===== src/common/fci_defines.svh =====
// Register map, command bytes, operation codes and timing counts of the flash host
`ifndef FCI_DEFINES_SVH
`define FCI_DEFINES_SVH

// Register byte offsets on the software port
`define FCI_REG_CTRL 8'h00
`define FCI_REG_ADDR 8'h04
`define FCI_REG_DATA 8'h08
`define FCI_REG_OP 8'h0C
`define FCI_REG_STAT 8'h10
`define FCI_REG_RDATA 8'h14

// Control register fields
`define FCI_CTRL_SUPPLY 0
`define FCI_CTRL_BYTE 1

// Status register fields
`define FCI_STAT_BUSY 0
`define FCI_STAT_MODE_LO 1
`define FCI_STAT_MODE_HI 2
`define FCI_STAT_BUF_OPEN 3
`define FCI_STAT_ERR_LO 8
`define FCI_STAT_ERR_HI 13
`define FCI_STAT_REM_LO 16
`define FCI_STAT_REM_HI 21

// Error bits inside the error field
`define FCI_ERR_BUSY 0
`define FCI_ERR_OP 1
`define FCI_ERR_SUPPLY 2
`define FCI_ERR_SEQ 3
`define FCI_ERR_COUNT 4
`define FCI_ERR_BUF 5

// Operation codes written to the operation register
`define FCI_OP_READ_ARRAY 4'h0
`define FCI_OP_READ_ID 4'h1
`define FCI_OP_READ_QUERY 4'h2
`define FCI_OP_READ_STATUS 4'h3
`define FCI_OP_CLEAR_STATUS 4'h4
`define FCI_OP_PROGRAM 4'h5
`define FCI_OP_ERASE 4'h6
`define FCI_OP_SUSPEND 4'h7
`define FCI_OP_RESUME 4'h8
`define FCI_OP_CONFIG 4'h9
`define FCI_OP_LOCK_SET 4'hA
`define FCI_OP_LOCK_CLEAR 4'hB
`define FCI_OP_PROTECT 4'hC
`define FCI_OP_BUF_START 4'hD
`define FCI_OP_BUF_DATA 4'hE
`define FCI_OP_READ 4'hF

// Command bytes sent to the flash
`define FCI_CMD_READ_ARRAY 8'hFF
`define FCI_CMD_READ_ID 8'h90
`define FCI_CMD_READ_QUERY 8'h98
`define FCI_CMD_READ_STATUS 8'h70
`define FCI_CMD_CLEAR_STATUS 8'h50
`define FCI_CMD_BUF_PROGRAM 8'hE8
`define FCI_CMD_PROGRAM 8'h40
`define FCI_CMD_ERASE 8'h20
`define FCI_CMD_CONFIRM 8'hD0
`define FCI_CMD_SUSPEND 8'hB0
`define FCI_CMD_CONFIG 8'hB8
`define FCI_CMD_LOCK 8'h60
`define FCI_CMD_LOCK_SET 8'h01
`define FCI_CMD_PROTECT 8'hC0

// Ready bit of the status and extended status words
`define FCI_READY_BIT 7
// Largest buffer count argument
`define FCI_BUF_MAX_BYTE 8'h1F
`define FCI_BUF_MAX_WORD 8'h0F

// Timing, in ns, and derived cycle counts
`define FCI_CLK_PERIOD_NS 50
`define FCI_WE_LOW_NS 100
`define FCI_READ_ACCESS_NS 200
`define FCI_RESET_LOW_NS 1000
`define FCI_RESET_WAKE_NS 1000
`define FCI_CYC(ns) (((ns) + `FCI_CLK_PERIOD_NS - 1) / `FCI_CLK_PERIOD_NS)
`define FCI_WE_LOW_CYC `FCI_CYC(`FCI_WE_LOW_NS)
`define FCI_READ_CYC `FCI_CYC(`FCI_READ_ACCESS_NS)
`define FCI_RESET_LOW_CYC `FCI_CYC(`FCI_RESET_LOW_NS)
`define FCI_RESET_WAKE_CYC `FCI_CYC(`FCI_RESET_WAKE_NS)
// Two cycles of input synchroniser lag added to every read
`define FCI_SYNC_LAG 2

`endif


===== src/common/fci_pkg.sv =====
// Types shared by the flash host modules
package fci_pkg;
  typedef enum logic [1:0] {
    FCI_MODE_ARRAY,
    FCI_MODE_ID,
    FCI_MODE_QUERY,
    FCI_MODE_STATUS
  } fci_mode_t;

  typedef enum logic [1:0] {
    FCI_CYC_IDLE,
    FCI_CYC_SETUP,
    FCI_CYC_STROBE,
    FCI_CYC_HOLD
  } fci_cyc_state_t;

  typedef enum logic [3:0] {
    FCI_M_IDLE,
    FCI_M_RST_LOW,
    FCI_M_RST_WAKE,
    FCI_M_FIRST,
    FCI_M_SECOND,
    FCI_M_READ,
    FCI_M_COUNT,
    FCI_M_CONFIRM
  } fci_main_state_t;
endpackage


===== src/fci_bus_cycle.sv =====
// One asynchronous flash bus cycle, read or write, with pin timing
`timescale 1ns/1ns
`include "fci_defines.svh"

module fci_bus_cycle #(
  parameter int AW = 24
) (
  input wire logic clk,
  input wire logic rstn,
  input wire logic start,
  input wire logic is_write,
  input wire logic [AW-1:0] addr,
  input wire logic [15:0] wdata,
  output logic done,
  output logic [15:0] rdata,
  output logic [AW-1:0] flash_addr,
  output logic [15:0] flash_dq_out,
  output logic flash_dq_oe,
  input wire logic [15:0] flash_dq_in,
  output logic flash_ce_n,
  output logic flash_oe_n,
  output logic flash_we_n
);
  localparam logic [7:0] WE_LEN = 8'(`FCI_WE_LOW_CYC);
  localparam logic [7:0] RD_LEN = 8'(`FCI_READ_CYC + `FCI_SYNC_LAG);

  fci_pkg::fci_cyc_state_t st;
  logic [7:0] cnt;
  logic wr;
  logic [15:0] dq_s1;
  logic [15:0] dq_s2;

  // Data bus passes two flops before it is sampled
  always_ff @(posedge clk or negedge rstn) begin
    if (!rstn) begin
      dq_s1 <= 16'h0000;
      dq_s2 <= 16'h0000;
    end else begin
      dq_s1 <= flash_dq_in;
      dq_s2 <= dq_s1;
    end
  end

  always_ff @(posedge clk or negedge rstn) begin
    if (!rstn) begin
      st <= fci_pkg::FCI_CYC_IDLE;
      cnt <= 8'h00;
      wr <= 1'b0;
      done <= 1'b0;
      rdata <= 16'h0000;
      flash_addr <= '0;
      flash_dq_out <= 16'h0000;
      flash_dq_oe <= 1'b0;
      flash_ce_n <= 1'b1;
      flash_oe_n <= 1'b1;
      flash_we_n <= 1'b1;
    end else begin
      done <= 1'b0;
      case (st)
        fci_pkg::FCI_CYC_IDLE: begin
          if (start) begin
            wr <= is_write;
            flash_addr <= addr;
            flash_dq_out <= wdata;
            flash_dq_oe <= is_write;
            flash_ce_n <= 1'b0;
            st <= fci_pkg::FCI_CYC_SETUP;
          end
        end
        fci_pkg::FCI_CYC_SETUP: begin
          flash_we_n <= !wr;
          flash_oe_n <= wr;
          cnt <= (wr ? WE_LEN : RD_LEN) - 8'h01;
          st <= fci_pkg::FCI_CYC_STROBE;
        end
        fci_pkg::FCI_CYC_STROBE: begin
          if (cnt == 8'h00) begin
            // Strobe rises while address and data still stand; chip enable follows later
            flash_we_n <= 1'b1;
            flash_oe_n <= 1'b1;
            if (!wr) begin
              rdata <= dq_s2;
            end
            st <= fci_pkg::FCI_CYC_HOLD;
          end else begin
            cnt <= cnt - 8'h01;
          end
        end
        fci_pkg::FCI_CYC_HOLD: begin
          flash_ce_n <= 1'b1;
          flash_dq_oe <= 1'b0;
          done <= 1'b1;
          st <= fci_pkg::FCI_CYC_IDLE;
        end
        default: begin
          st <= fci_pkg::FCI_CYC_IDLE;
        end
      endcase
    end
  end
endmodule


===== src/fci_host.sv =====
// Flash host controller: software register port in, flash command sequences out
//
// The address map and the address-and-strobe port were left to the implementer.
`timescale 1ns/1ns
`include "fci_defines.svh"

module fci_host #(
  parameter int AW = 24
) (
  input wire logic clk,
  input wire logic rstn,
  input wire logic [7:0] reg_addr,
  input wire logic [31:0] reg_wdata,
  input wire logic reg_wr,
  input wire logic reg_rd,
  output logic [31:0] reg_rdata,
  output logic busy,
  output logic [AW-1:0] flash_addr,
  output logic [15:0] flash_dq_out,
  output logic flash_dq_oe,
  input wire logic [15:0] flash_dq_in,
  output logic flash_ce_n,
  output logic flash_oe_n,
  output logic flash_we_n,
  output logic flash_byte_n,
  output logic powerdown_reset_n,
  output logic program_enable_supply
);
  localparam logic [7:0] RST_LOW_LEN = 8'(`FCI_RESET_LOW_CYC);
  localparam logic [7:0] RST_WAKE_LEN = 8'(`FCI_RESET_WAKE_CYC);

  fci_pkg::fci_main_state_t st;
  fci_pkg::fci_mode_t mode;
  logic supply_en;
  logic byte_mode;
  logic [AW-1:0] op_addr;
  logic [15:0] op_data;
  logic [3:0] op;
  logic [15:0] last_rdata;
  logic [5:0] err;
  logic [5:0] err_set;
  logic buf_open;
  logic [AW-1:0] buf_addr;
  logic [5:0] buf_rem;
  logic [7:0] tcnt;
  logic cyc_start;
  logic cyc_write;
  logic [AW-1:0] cyc_addr;
  logic [15:0] cyc_wdata;
  logic cyc_done;
  logic [15:0] cyc_rdata;
  logic op_go;
  logic op_ok;

  // First command byte of an operation
  function automatic logic [7:0] first_code(input logic [3:0] o);
    case (o)
      `FCI_OP_READ_ARRAY: first_code = `FCI_CMD_READ_ARRAY;
      `FCI_OP_READ_ID: first_code = `FCI_CMD_READ_ID;
      `FCI_OP_READ_QUERY: first_code = `FCI_CMD_READ_QUERY;
      `FCI_OP_READ_STATUS: first_code = `FCI_CMD_READ_STATUS;
      `FCI_OP_CLEAR_STATUS: first_code = `FCI_CMD_CLEAR_STATUS;
      `FCI_OP_PROGRAM: first_code = `FCI_CMD_PROGRAM;
      `FCI_OP_ERASE: first_code = `FCI_CMD_ERASE;
      `FCI_OP_SUSPEND: first_code = `FCI_CMD_SUSPEND;
      `FCI_OP_RESUME: first_code = `FCI_CMD_CONFIRM;
      `FCI_OP_CONFIG: first_code = `FCI_CMD_CONFIG;
      `FCI_OP_LOCK_SET: first_code = `FCI_CMD_LOCK;
      `FCI_OP_LOCK_CLEAR: first_code = `FCI_CMD_LOCK;
      `FCI_OP_PROTECT: first_code = `FCI_CMD_PROTECT;
      `FCI_OP_BUF_START: first_code = `FCI_CMD_BUF_PROGRAM;
      default: first_code = `FCI_CMD_READ_ARRAY;
    endcase
  endfunction

  // Operations that alter array, locks or protection cells
  function automatic logic is_modify(input logic [3:0] o);
    is_modify = (o == `FCI_OP_PROGRAM) || (o == `FCI_OP_ERASE) ||
                (o == `FCI_OP_LOCK_SET) || (o == `FCI_OP_LOCK_CLEAR) ||
                (o == `FCI_OP_PROTECT) || (o == `FCI_OP_BUF_START) ||
                (o == `FCI_OP_BUF_DATA);
  endfunction

  function automatic logic has_second(input logic [3:0] o);
    has_second = (o == `FCI_OP_PROGRAM) || (o == `FCI_OP_ERASE) ||
                 (o == `FCI_OP_CONFIG) || (o == `FCI_OP_LOCK_SET) ||
                 (o == `FCI_OP_LOCK_CLEAR) || (o == `FCI_OP_PROTECT);
  endfunction

  // Command byte sits in the low lane; upper lane driven as zero
  function automatic logic [15:0] cmd_word(input logic [7:0] c);
    cmd_word = {8'h00, c};
  endfunction

  // Busy status: only the low ready bit is valid, so the pulled-up lanes read as zero
  function automatic logic [15:0] status_mask(input logic [15:0] d);
    status_mask = d[`FCI_READY_BIT] ? {8'h00, d[7:0]} : 16'h0000;
  endfunction

  assign busy = (st != fci_pkg::FCI_M_IDLE);
  assign op_go = reg_wr && (reg_addr == `FCI_REG_OP);
  assign flash_byte_n = !byte_mode;
  assign program_enable_supply = supply_en;

  // Acceptance check for a new operation and the buffer-ready check; the error bits they raise
  always_comb begin
    err_set = 6'h00;
    op_ok = 1'b0;
    if (op_go) begin
      if (busy) begin
        err_set[`FCI_ERR_BUSY] = 1'b1;
      end else if (reg_wdata[3:0] == `FCI_OP_READ_ARRAY) begin
        op_ok = !buf_open;
        err_set[`FCI_ERR_SEQ] = buf_open;
      end else if (reg_wdata[31:4] != 28'h0000000) begin
        err_set[`FCI_ERR_OP] = 1'b1;
      end else if (is_modify(reg_wdata[3:0]) && !supply_en) begin
        err_set[`FCI_ERR_SUPPLY] = 1'b1;
      end else if (buf_open != (reg_wdata[3:0] == `FCI_OP_BUF_DATA)) begin
        // Anything but data inside an open buffer would abort it on the flash
        err_set[`FCI_ERR_SEQ] = 1'b1;
      end else if (reg_wdata[3:0] == `FCI_OP_BUF_START &&
                   op_data[7:0] > (byte_mode ? `FCI_BUF_MAX_BYTE : `FCI_BUF_MAX_WORD)) begin
        err_set[`FCI_ERR_COUNT] = 1'b1;
      end else begin
        op_ok = 1'b1;
      end
    end
    if (st == fci_pkg::FCI_M_READ && cyc_done && op == `FCI_OP_BUF_START &&
        !cyc_rdata[`FCI_READY_BIT]) begin
      err_set[`FCI_ERR_BUF] = 1'b1;
    end
  end

  // Software writable registers
  always_ff @(posedge clk or negedge rstn) begin
    if (!rstn) begin
      supply_en <= 1'b0;
      byte_mode <= 1'b0;
      op_addr <= '0;
      op_data <= 16'h0000;
    end else if (reg_wr) begin
      case (reg_addr)
        `FCI_REG_CTRL: begin
          supply_en <= reg_wdata[`FCI_CTRL_SUPPLY];
          byte_mode <= reg_wdata[`FCI_CTRL_BYTE];
        end
        `FCI_REG_ADDR: op_addr <= reg_wdata[AW-1:0];
        `FCI_REG_DATA: op_data <= reg_wdata[15:0];
        default: begin
        end
      endcase
    end
  end

  // Sticky errors: write one to clear, a new error in the same cycle wins
  always_ff @(posedge clk or negedge rstn) begin
    if (!rstn) begin
      err <= 6'h00;
    end else if (reg_wr && reg_addr == `FCI_REG_STAT) begin
      err <= (err & ~reg_wdata[`FCI_STAT_ERR_HI:`FCI_STAT_ERR_LO]) | err_set;
    end else begin
      err <= err | err_set;
    end
  end

  // Read port, data one cycle after the strobe
  always_ff @(posedge clk or negedge rstn) begin
    if (!rstn) begin
      reg_rdata <= 32'h00000000;
    end else if (reg_rd) begin
      case (reg_addr)
        `FCI_REG_CTRL: reg_rdata <= {30'h00000000, byte_mode, supply_en};
        `FCI_REG_ADDR: reg_rdata <= 32'(op_addr);
        `FCI_REG_DATA: reg_rdata <= {16'h0000, op_data};
        `FCI_REG_OP: reg_rdata <= {28'h0000000, op};
        `FCI_REG_STAT: reg_rdata <= {10'h000, buf_rem, 2'h0, err, 4'h0, buf_open, mode, busy};
        `FCI_REG_RDATA: reg_rdata <= {16'h0000, last_rdata};
        default: reg_rdata <= 32'h00000000;
      endcase
    end else begin
      reg_rdata <= 32'h00000000;
    end
  end

  // Sequencer: each state but idle runs one bus cycle, or times the reset pin
  always_ff @(posedge clk or negedge rstn) begin
    if (!rstn) begin
      st <= fci_pkg::FCI_M_RST_LOW;
      tcnt <= RST_LOW_LEN;
      op <= `FCI_OP_READ_ARRAY;
      powerdown_reset_n <= 1'b0;
      cyc_start <= 1'b0;
      cyc_write <= 1'b0;
      cyc_addr <= '0;
      cyc_wdata <= 16'h0000;
    end else begin
      cyc_start <= 1'b0;
      case (st)
        fci_pkg::FCI_M_IDLE: begin
          if (op_ok) begin
            op <= reg_wdata[3:0];
            cyc_start <= 1'b1;
            cyc_addr <= op_addr;
            if (reg_wdata[3:0] == `FCI_OP_READ) begin
              cyc_write <= 1'b0;
              st <= fci_pkg::FCI_M_READ;
            end else if (reg_wdata[3:0] == `FCI_OP_BUF_DATA) begin
              cyc_write <= 1'b1;
              cyc_wdata <= op_data;
              st <= fci_pkg::FCI_M_SECOND;
            end else begin
              cyc_write <= 1'b1;
              cyc_wdata <= cmd_word(first_code(reg_wdata[3:0]));
              st <= fci_pkg::FCI_M_FIRST;
            end
          end
        end
        fci_pkg::FCI_M_RST_LOW: begin
          // Hold the flash in reset; it aborts work and returns to array reads
          if (tcnt <= 8'h01) begin
            powerdown_reset_n <= 1'b1;
            tcnt <= RST_WAKE_LEN;
            st <= fci_pkg::FCI_M_RST_WAKE;
          end else begin
            tcnt <= tcnt - 8'h01;
          end
        end
        fci_pkg::FCI_M_RST_WAKE: begin
          // No access until the flash has woken up
          if (tcnt <= 8'h01) begin
            st <= fci_pkg::FCI_M_IDLE;
          end else begin
            tcnt <= tcnt - 8'h01;
          end
        end
        fci_pkg::FCI_M_FIRST: begin
          if (cyc_done) begin
            if (has_second(op)) begin
              cyc_start <= 1'b1;
              cyc_write <= 1'b1;
              case (op)
                `FCI_OP_ERASE: cyc_wdata <= cmd_word(`FCI_CMD_CONFIRM);
                `FCI_OP_LOCK_SET: cyc_wdata <= cmd_word(`FCI_CMD_LOCK_SET);
                `FCI_OP_LOCK_CLEAR: cyc_wdata <= cmd_word(`FCI_CMD_CONFIRM);
                `FCI_OP_CONFIG: cyc_wdata <= cmd_word(op_data[7:0]);
                default: cyc_wdata <= op_data;
              endcase
              st <= fci_pkg::FCI_M_SECOND;
            end else if (op == `FCI_OP_READ_STATUS || op == `FCI_OP_BUF_START) begin
              cyc_start <= 1'b1;
              cyc_write <= 1'b0;
              st <= fci_pkg::FCI_M_READ;
            end else begin
              st <= fci_pkg::FCI_M_IDLE;
            end
          end
        end
        fci_pkg::FCI_M_SECOND: begin
          if (cyc_done) begin
            if (op == `FCI_OP_BUF_DATA && buf_rem == 6'h01) begin
              // Confirm goes out right after the last data word
              cyc_start <= 1'b1;
              cyc_write <= 1'b1;
              cyc_addr <= buf_addr;
              cyc_wdata <= cmd_word(`FCI_CMD_CONFIRM);
              st <= fci_pkg::FCI_M_CONFIRM;
            end else begin
              st <= fci_pkg::FCI_M_IDLE;
            end
          end
        end
        fci_pkg::FCI_M_READ: begin
          if (cyc_done) begin
            if (op == `FCI_OP_BUF_START && cyc_rdata[`FCI_READY_BIT]) begin
              cyc_start <= 1'b1;
              cyc_write <= 1'b1;
              cyc_wdata <= {8'h00, op_data[7:0]};
              st <= fci_pkg::FCI_M_COUNT;
            end else begin
              st <= fci_pkg::FCI_M_IDLE;
            end
          end
        end
        fci_pkg::FCI_M_COUNT: begin
          if (cyc_done) begin
            st <= fci_pkg::FCI_M_IDLE;
          end
        end
        fci_pkg::FCI_M_CONFIRM: begin
          if (cyc_done) begin
            st <= fci_pkg::FCI_M_IDLE;
          end
        end
        default: begin
          st <= fci_pkg::FCI_M_IDLE;
        end
      endcase
    end
  end

  // Write buffer bookkeeping
  always_ff @(posedge clk or negedge rstn) begin
    if (!rstn) begin
      buf_open <= 1'b0;
      buf_addr <= '0;
      buf_rem <= 6'h00;
    end else if (st == fci_pkg::FCI_M_COUNT && cyc_done) begin
      buf_open <= 1'b1;
      buf_addr <= op_addr;
      buf_rem <= 6'(op_data[4:0]) + 6'h01;
    end else if (st == fci_pkg::FCI_M_SECOND && cyc_done && op == `FCI_OP_BUF_DATA) begin
      buf_rem <= buf_rem - 6'h01;
    end else if (st == fci_pkg::FCI_M_CONFIRM && cyc_done) begin
      buf_open <= 1'b0;
    end
  end

  // Read mode the flash is believed to be in; last data read back
  always_ff @(posedge clk or negedge rstn) begin
    if (!rstn) begin
      mode <= fci_pkg::FCI_MODE_ARRAY;
      last_rdata <= 16'h0000;
    end else if (st == fci_pkg::FCI_M_RST_LOW) begin
      mode <= fci_pkg::FCI_MODE_ARRAY;
    end else if (st == fci_pkg::FCI_M_FIRST && cyc_done) begin
      case (op)
        // The flash may still ignore this while busy; software checks ready first
        `FCI_OP_READ_ARRAY: mode <= fci_pkg::FCI_MODE_ARRAY;
        `FCI_OP_READ_ID: mode <= fci_pkg::FCI_MODE_ID;
        `FCI_OP_READ_QUERY: mode <= fci_pkg::FCI_MODE_QUERY;
        default: mode <= fci_pkg::FCI_MODE_STATUS;
      endcase
    end else if (st == fci_pkg::FCI_M_READ && cyc_done) begin
      if (mode == fci_pkg::FCI_MODE_STATUS || op != `FCI_OP_READ) begin
        last_rdata <= status_mask(cyc_rdata);
      end else begin
        last_rdata <= cyc_rdata;
      end
    end
  end

  fci_bus_cycle #(
    .AW(AW)
  ) u_cycle (
    .clk(clk),
    .rstn(rstn),
    .start(cyc_start),
    .is_write(cyc_write),
    .addr(cyc_addr),
    .wdata(cyc_wdata),
    .done(cyc_done),
    .rdata(cyc_rdata),
    .flash_addr(flash_addr),
    .flash_dq_out(flash_dq_out),
    .flash_dq_oe(flash_dq_oe),
    .flash_dq_in(flash_dq_in),
    .flash_ce_n(flash_ce_n),
    .flash_oe_n(flash_oe_n),
    .flash_we_n(flash_we_n)
  );
endmodule


===== config.mk =====
export PLATFORM = sky130hd
export DESIGN_NAME = fci_host
export DESIGN_NICKNAME = d
export VERILOG_FILES = /design/src/common/fci_pkg.sv /design/src/fci_bus_cycle.sv /design/src/fci_host.sv
export VERILOG_INCLUDE_DIRS = /design/src /design/src/common
export SDC_FILE = /design/constraint.sdc
export NUM_CORES = 1
export LEC_CHECK = 0
export BUFFER_PORTS_ARGS = -buffer_cell sky130_fd_sc_hd__buf_2
export CORE_MARGIN = 3
export CORE_UTILIZATION = 45
export DETAILED_ROUTE_END_ITERATION = 7
export PLACE_DENSITY = 0.74
export SYNTH_ARGS = -nofsm -noshare
export SYNTH_HDL_FRONTEND = slang
export SYNTH_SLANG_ARGS = --single-unit

===== constraint.sdc =====
create_clock -name clk -period 3.59 [get_ports clk]
set_clock_uncertainty 0.15 [all_clocks]
set_input_delay 0.359 -clock clk [delete_from_list [all_inputs] [get_ports clk]]
set_output_delay 0.359 -clock clk [all_outputs]
set_load 0.01 [all_outputs]

==> flow_metrics.tcl <==
set metrics [dict create \
    status "complete, no violations" \
    cp.arrival_ns 3.41 \
    yosys_register_bits 283 \
    endpoint_kind "flip-flop" \
    hold_viol 0 \
    drv_slew 0 \
    cts_root_buf "clkbuf_16" \
    crit_family "buffers and inverters" \
    core_area_um2 27100 \
    antenna_found_initial 0 \
    synth-simple-area-share_pct 11.2 \
    h-tree-depth 1 \
    cpPeakStageDelay_ns 0.53 \
    grt_pass1_vias 8903 \
    start_util_pct 45.9 \
    hpwl_um 22100 \
    cts_resized 0 \
    fp.dieH_um 172 \
    synth-edff-count 0 \
    power_per_cell_area_nw_per_um2 531 \
    reg2reg_depth 7 \
    clock_path_buffers 3 \
    synth_compound_area_share_pct 11.0 \
    worst-path-buf-inv 5 \
    rows 60 \
    hold_ws_ns 0.0230 \
    max_slew_margin_pct 30.8 \
    via_per_inst 5.58 \
    initialDrtViolationCount 728 \
    ctsHoldBuffers 36 \
    area_growth_pct 18.8 \
    synth_top_family_by_area "multiplexers" \
    pin_count 140 \
    vias 8972 \
    synth_ff_type "dfrtp_1" \
    cp_slowest_cell "dlygate4sd3_1" \
    grt_max_degree 102 \
    min_from "reg_wdata[11]" \
    clock_sink_count 283 \
    clk_latency_ns 0.53 \
    async_flop_share_pct 100 \
    path_cells "dlygate4sd3_1 -> buf_2 -> inv_1 -> ha_1 -> inv_1 -> a311o_1 -> a21o_1 -> a311oi_1 -> a21o_1 -> buf_4 -> o21ai_0" \
    period_minus_slack_ns 3.18 \
    cts_tree "yes" \
    final_cell_mix "dfrtp_1, buf_2, mux2_2, nand2_1, o21ai_0" \
    clock.fmax_mhz 315 \
    max-vdd-ir-drop_mv 0.315 \
    rsz0062_at_grt "false" \
    fin_crit_sh_pct 88.5 \
    rrSetupSlack_ns 0.64 \
    leakage_nw 7.11 \
    max_cap_violations 0 \
    die-area_um2 29700 \
    fin_nets 1295 \
    hold_path_class "primary input to flip-flop" \
    stdcell_count 1607 \
    critPathKind "primary input to flip-flop" \
    wl_um 31600 \
    first_pass_iters 7 \
    drc 0 \
    setup_viol 0 \
    ant_nets 0 \
    yosys_warnings 0 \
    synthXorXnorAreaFrac_pct 1.20 \
    portBuffers 131 \
    synth_mux_area_share_pct 14.2 \
    synth_cell_types 80 \
    preCtsSetupSlack_ns 0.535 \
    layout-drive-gt1-share_pct 28.6 \
    syn_avg_cell_area_um2 11.8 \
    setup_slack_ns 0.412 \
    final.setup.tns_ns 0 \
    grt_usage_pct 21.2 \
    holdPathEnd "op_data[11]$_DFFE_PN0P_" \
    layout_commonest_cell "dfrtp_1" \
    grt_overflow 0 \
    grt_pass1_wl_um 49600 \
    synthAdderAreaFrac_pct 2.09 \
    finalPower_mw 7.86 \
    tightest_slew_ns 1.03 \
    r2r_start "op_data[4]$_DFFE_PN0P_" \
    place_inst 1520 \
    seq_area_frac_synth_pct 57.0 \
    fin_area_um2 14800 \
    wl_per_cell_um 19.6 \
    worst_r2r_endpoint "op[2]$_DFFE_PN0P_" \
    cts_setup_buffers 0 \
    clkTransAtPathRegs_ns 0.06 \
    path_max_fanout 48 \
    place_congestion 0.967 \
    synthCells 1055 \
    dpl_cell_area_um2 13500 \
    cp.required_ns 3.82 \
    die_x_um 172 \
    cts_buffers 29 \
    crit_path_start_kind "primary input" \
    min_path_cells 2 \
    syn_area_um2 12400 \
    final_util_pct 54.6 \
]
-- flip-flops by register name, indices dropped and copies added, names as in the netlist, 24 cells and up --
register	count
buf_addr	24
u_cycle.flash_addr	24
op_addr	24
reg_rdata	24
cyc_addr	24
-- worst register-to-register path: cells and delay by family (launching register included) --
family / cells / cell delay [ns]
AOI/OAI and AO/OA: 3 / 0.93
adders and majority gates: 1 / 0.31
DFF: 1 / 0.47
muxes: 1 / 0.39
and+or+nand+nor: 2 / 0.58
-- logic make-up after synthesis --
logic type      count (synthesis)
other cells                     1
fa+ha+maj                      21
flops                         283
xor+xnor                       17
compound gates                206
simple gates                  281
buf+inv                        88
mux                           158
-- layer usage --
layer	vias up	GRT usage, %	wire (um)	part of all wire (%)
li1	4097	-	-	-
met1	4437	29.4	13400	42
met2	357	34.3	14900	47
met3	81	3.29	2150	6.8
met4	0	7.43	1170	3.7
met5	-	0	0	0
-- layout make-up --
class | count | area [um^2]
diodes | 1 | 2.50
clock buffers | 43 | 818
clock inverters | 7 | 135
fillers | 2306 | 12300
inverters | 24 | 90.1
multi-input cells | 691 | 4980
flip-flops and latches | 283 | 7090
well taps | 372 | 465
repair buffers | 186 | 1210
-- how the worst max path moves through the flow --
stage                                from                        to  slack [ns]  depth (start not counted)
detailed placement           reg_wdata[0]   cyc_addr[3]$_DFFE_PN0P_        0.53                         10
floorplan           byte_mode$_DFFE_PN0P_         op[1]$_DFFE_PN0P_        1.01                          8
global placement             reg_wdata[5]  cyc_wdata[3]$_DFFE_PN0P_        0.53                          8
global route                 reg_wdata[0]   cyc_addr[2]$_DFFE_PN0P_        0.27                         11
finish                       reg_wdata[0]   cyc_addr[2]$_DFFE_PN0P_        0.41                         11
CTS                          reg_wdata[0]   cyc_addr[2]$_DFFE_PN0P_        0.52                         11
-- report_power, final --
group,switching (mW),total (mW),internal [mW]
Clock,1.17,3.02,1.85
Combinational,0.690,1.18,0.487
Sequential,0.224,3.66,3.44
-- cell usage after synthesis, drive strengths merged, types with 11 or more instances --
cell type | instances | area share, %
a22o | 19 | 1.4
nand3 | 17 | 0.68
buf | 28 | 1.4
a222oi | 14 | 1.1
nor4 | 16 | 0.92
a22oi | 12 | 0.72
nand2 | 118 | 3.7
nor3 | 14 | 0.64
a21oi | 36 | 1.5
mux2i | 31 | 2.5
dfrtp | 277 | 56
mux2 | 125 | 11
inv | 24 | 0.72
o21ai | 74 | 3.0
xor2 | 11 | 0.77
clkbuf | 36 | 1.2
ha | 20 | 2.0
nor2 | 59 | 1.8
No activity file was read; power rests on OpenSTA's default activity.
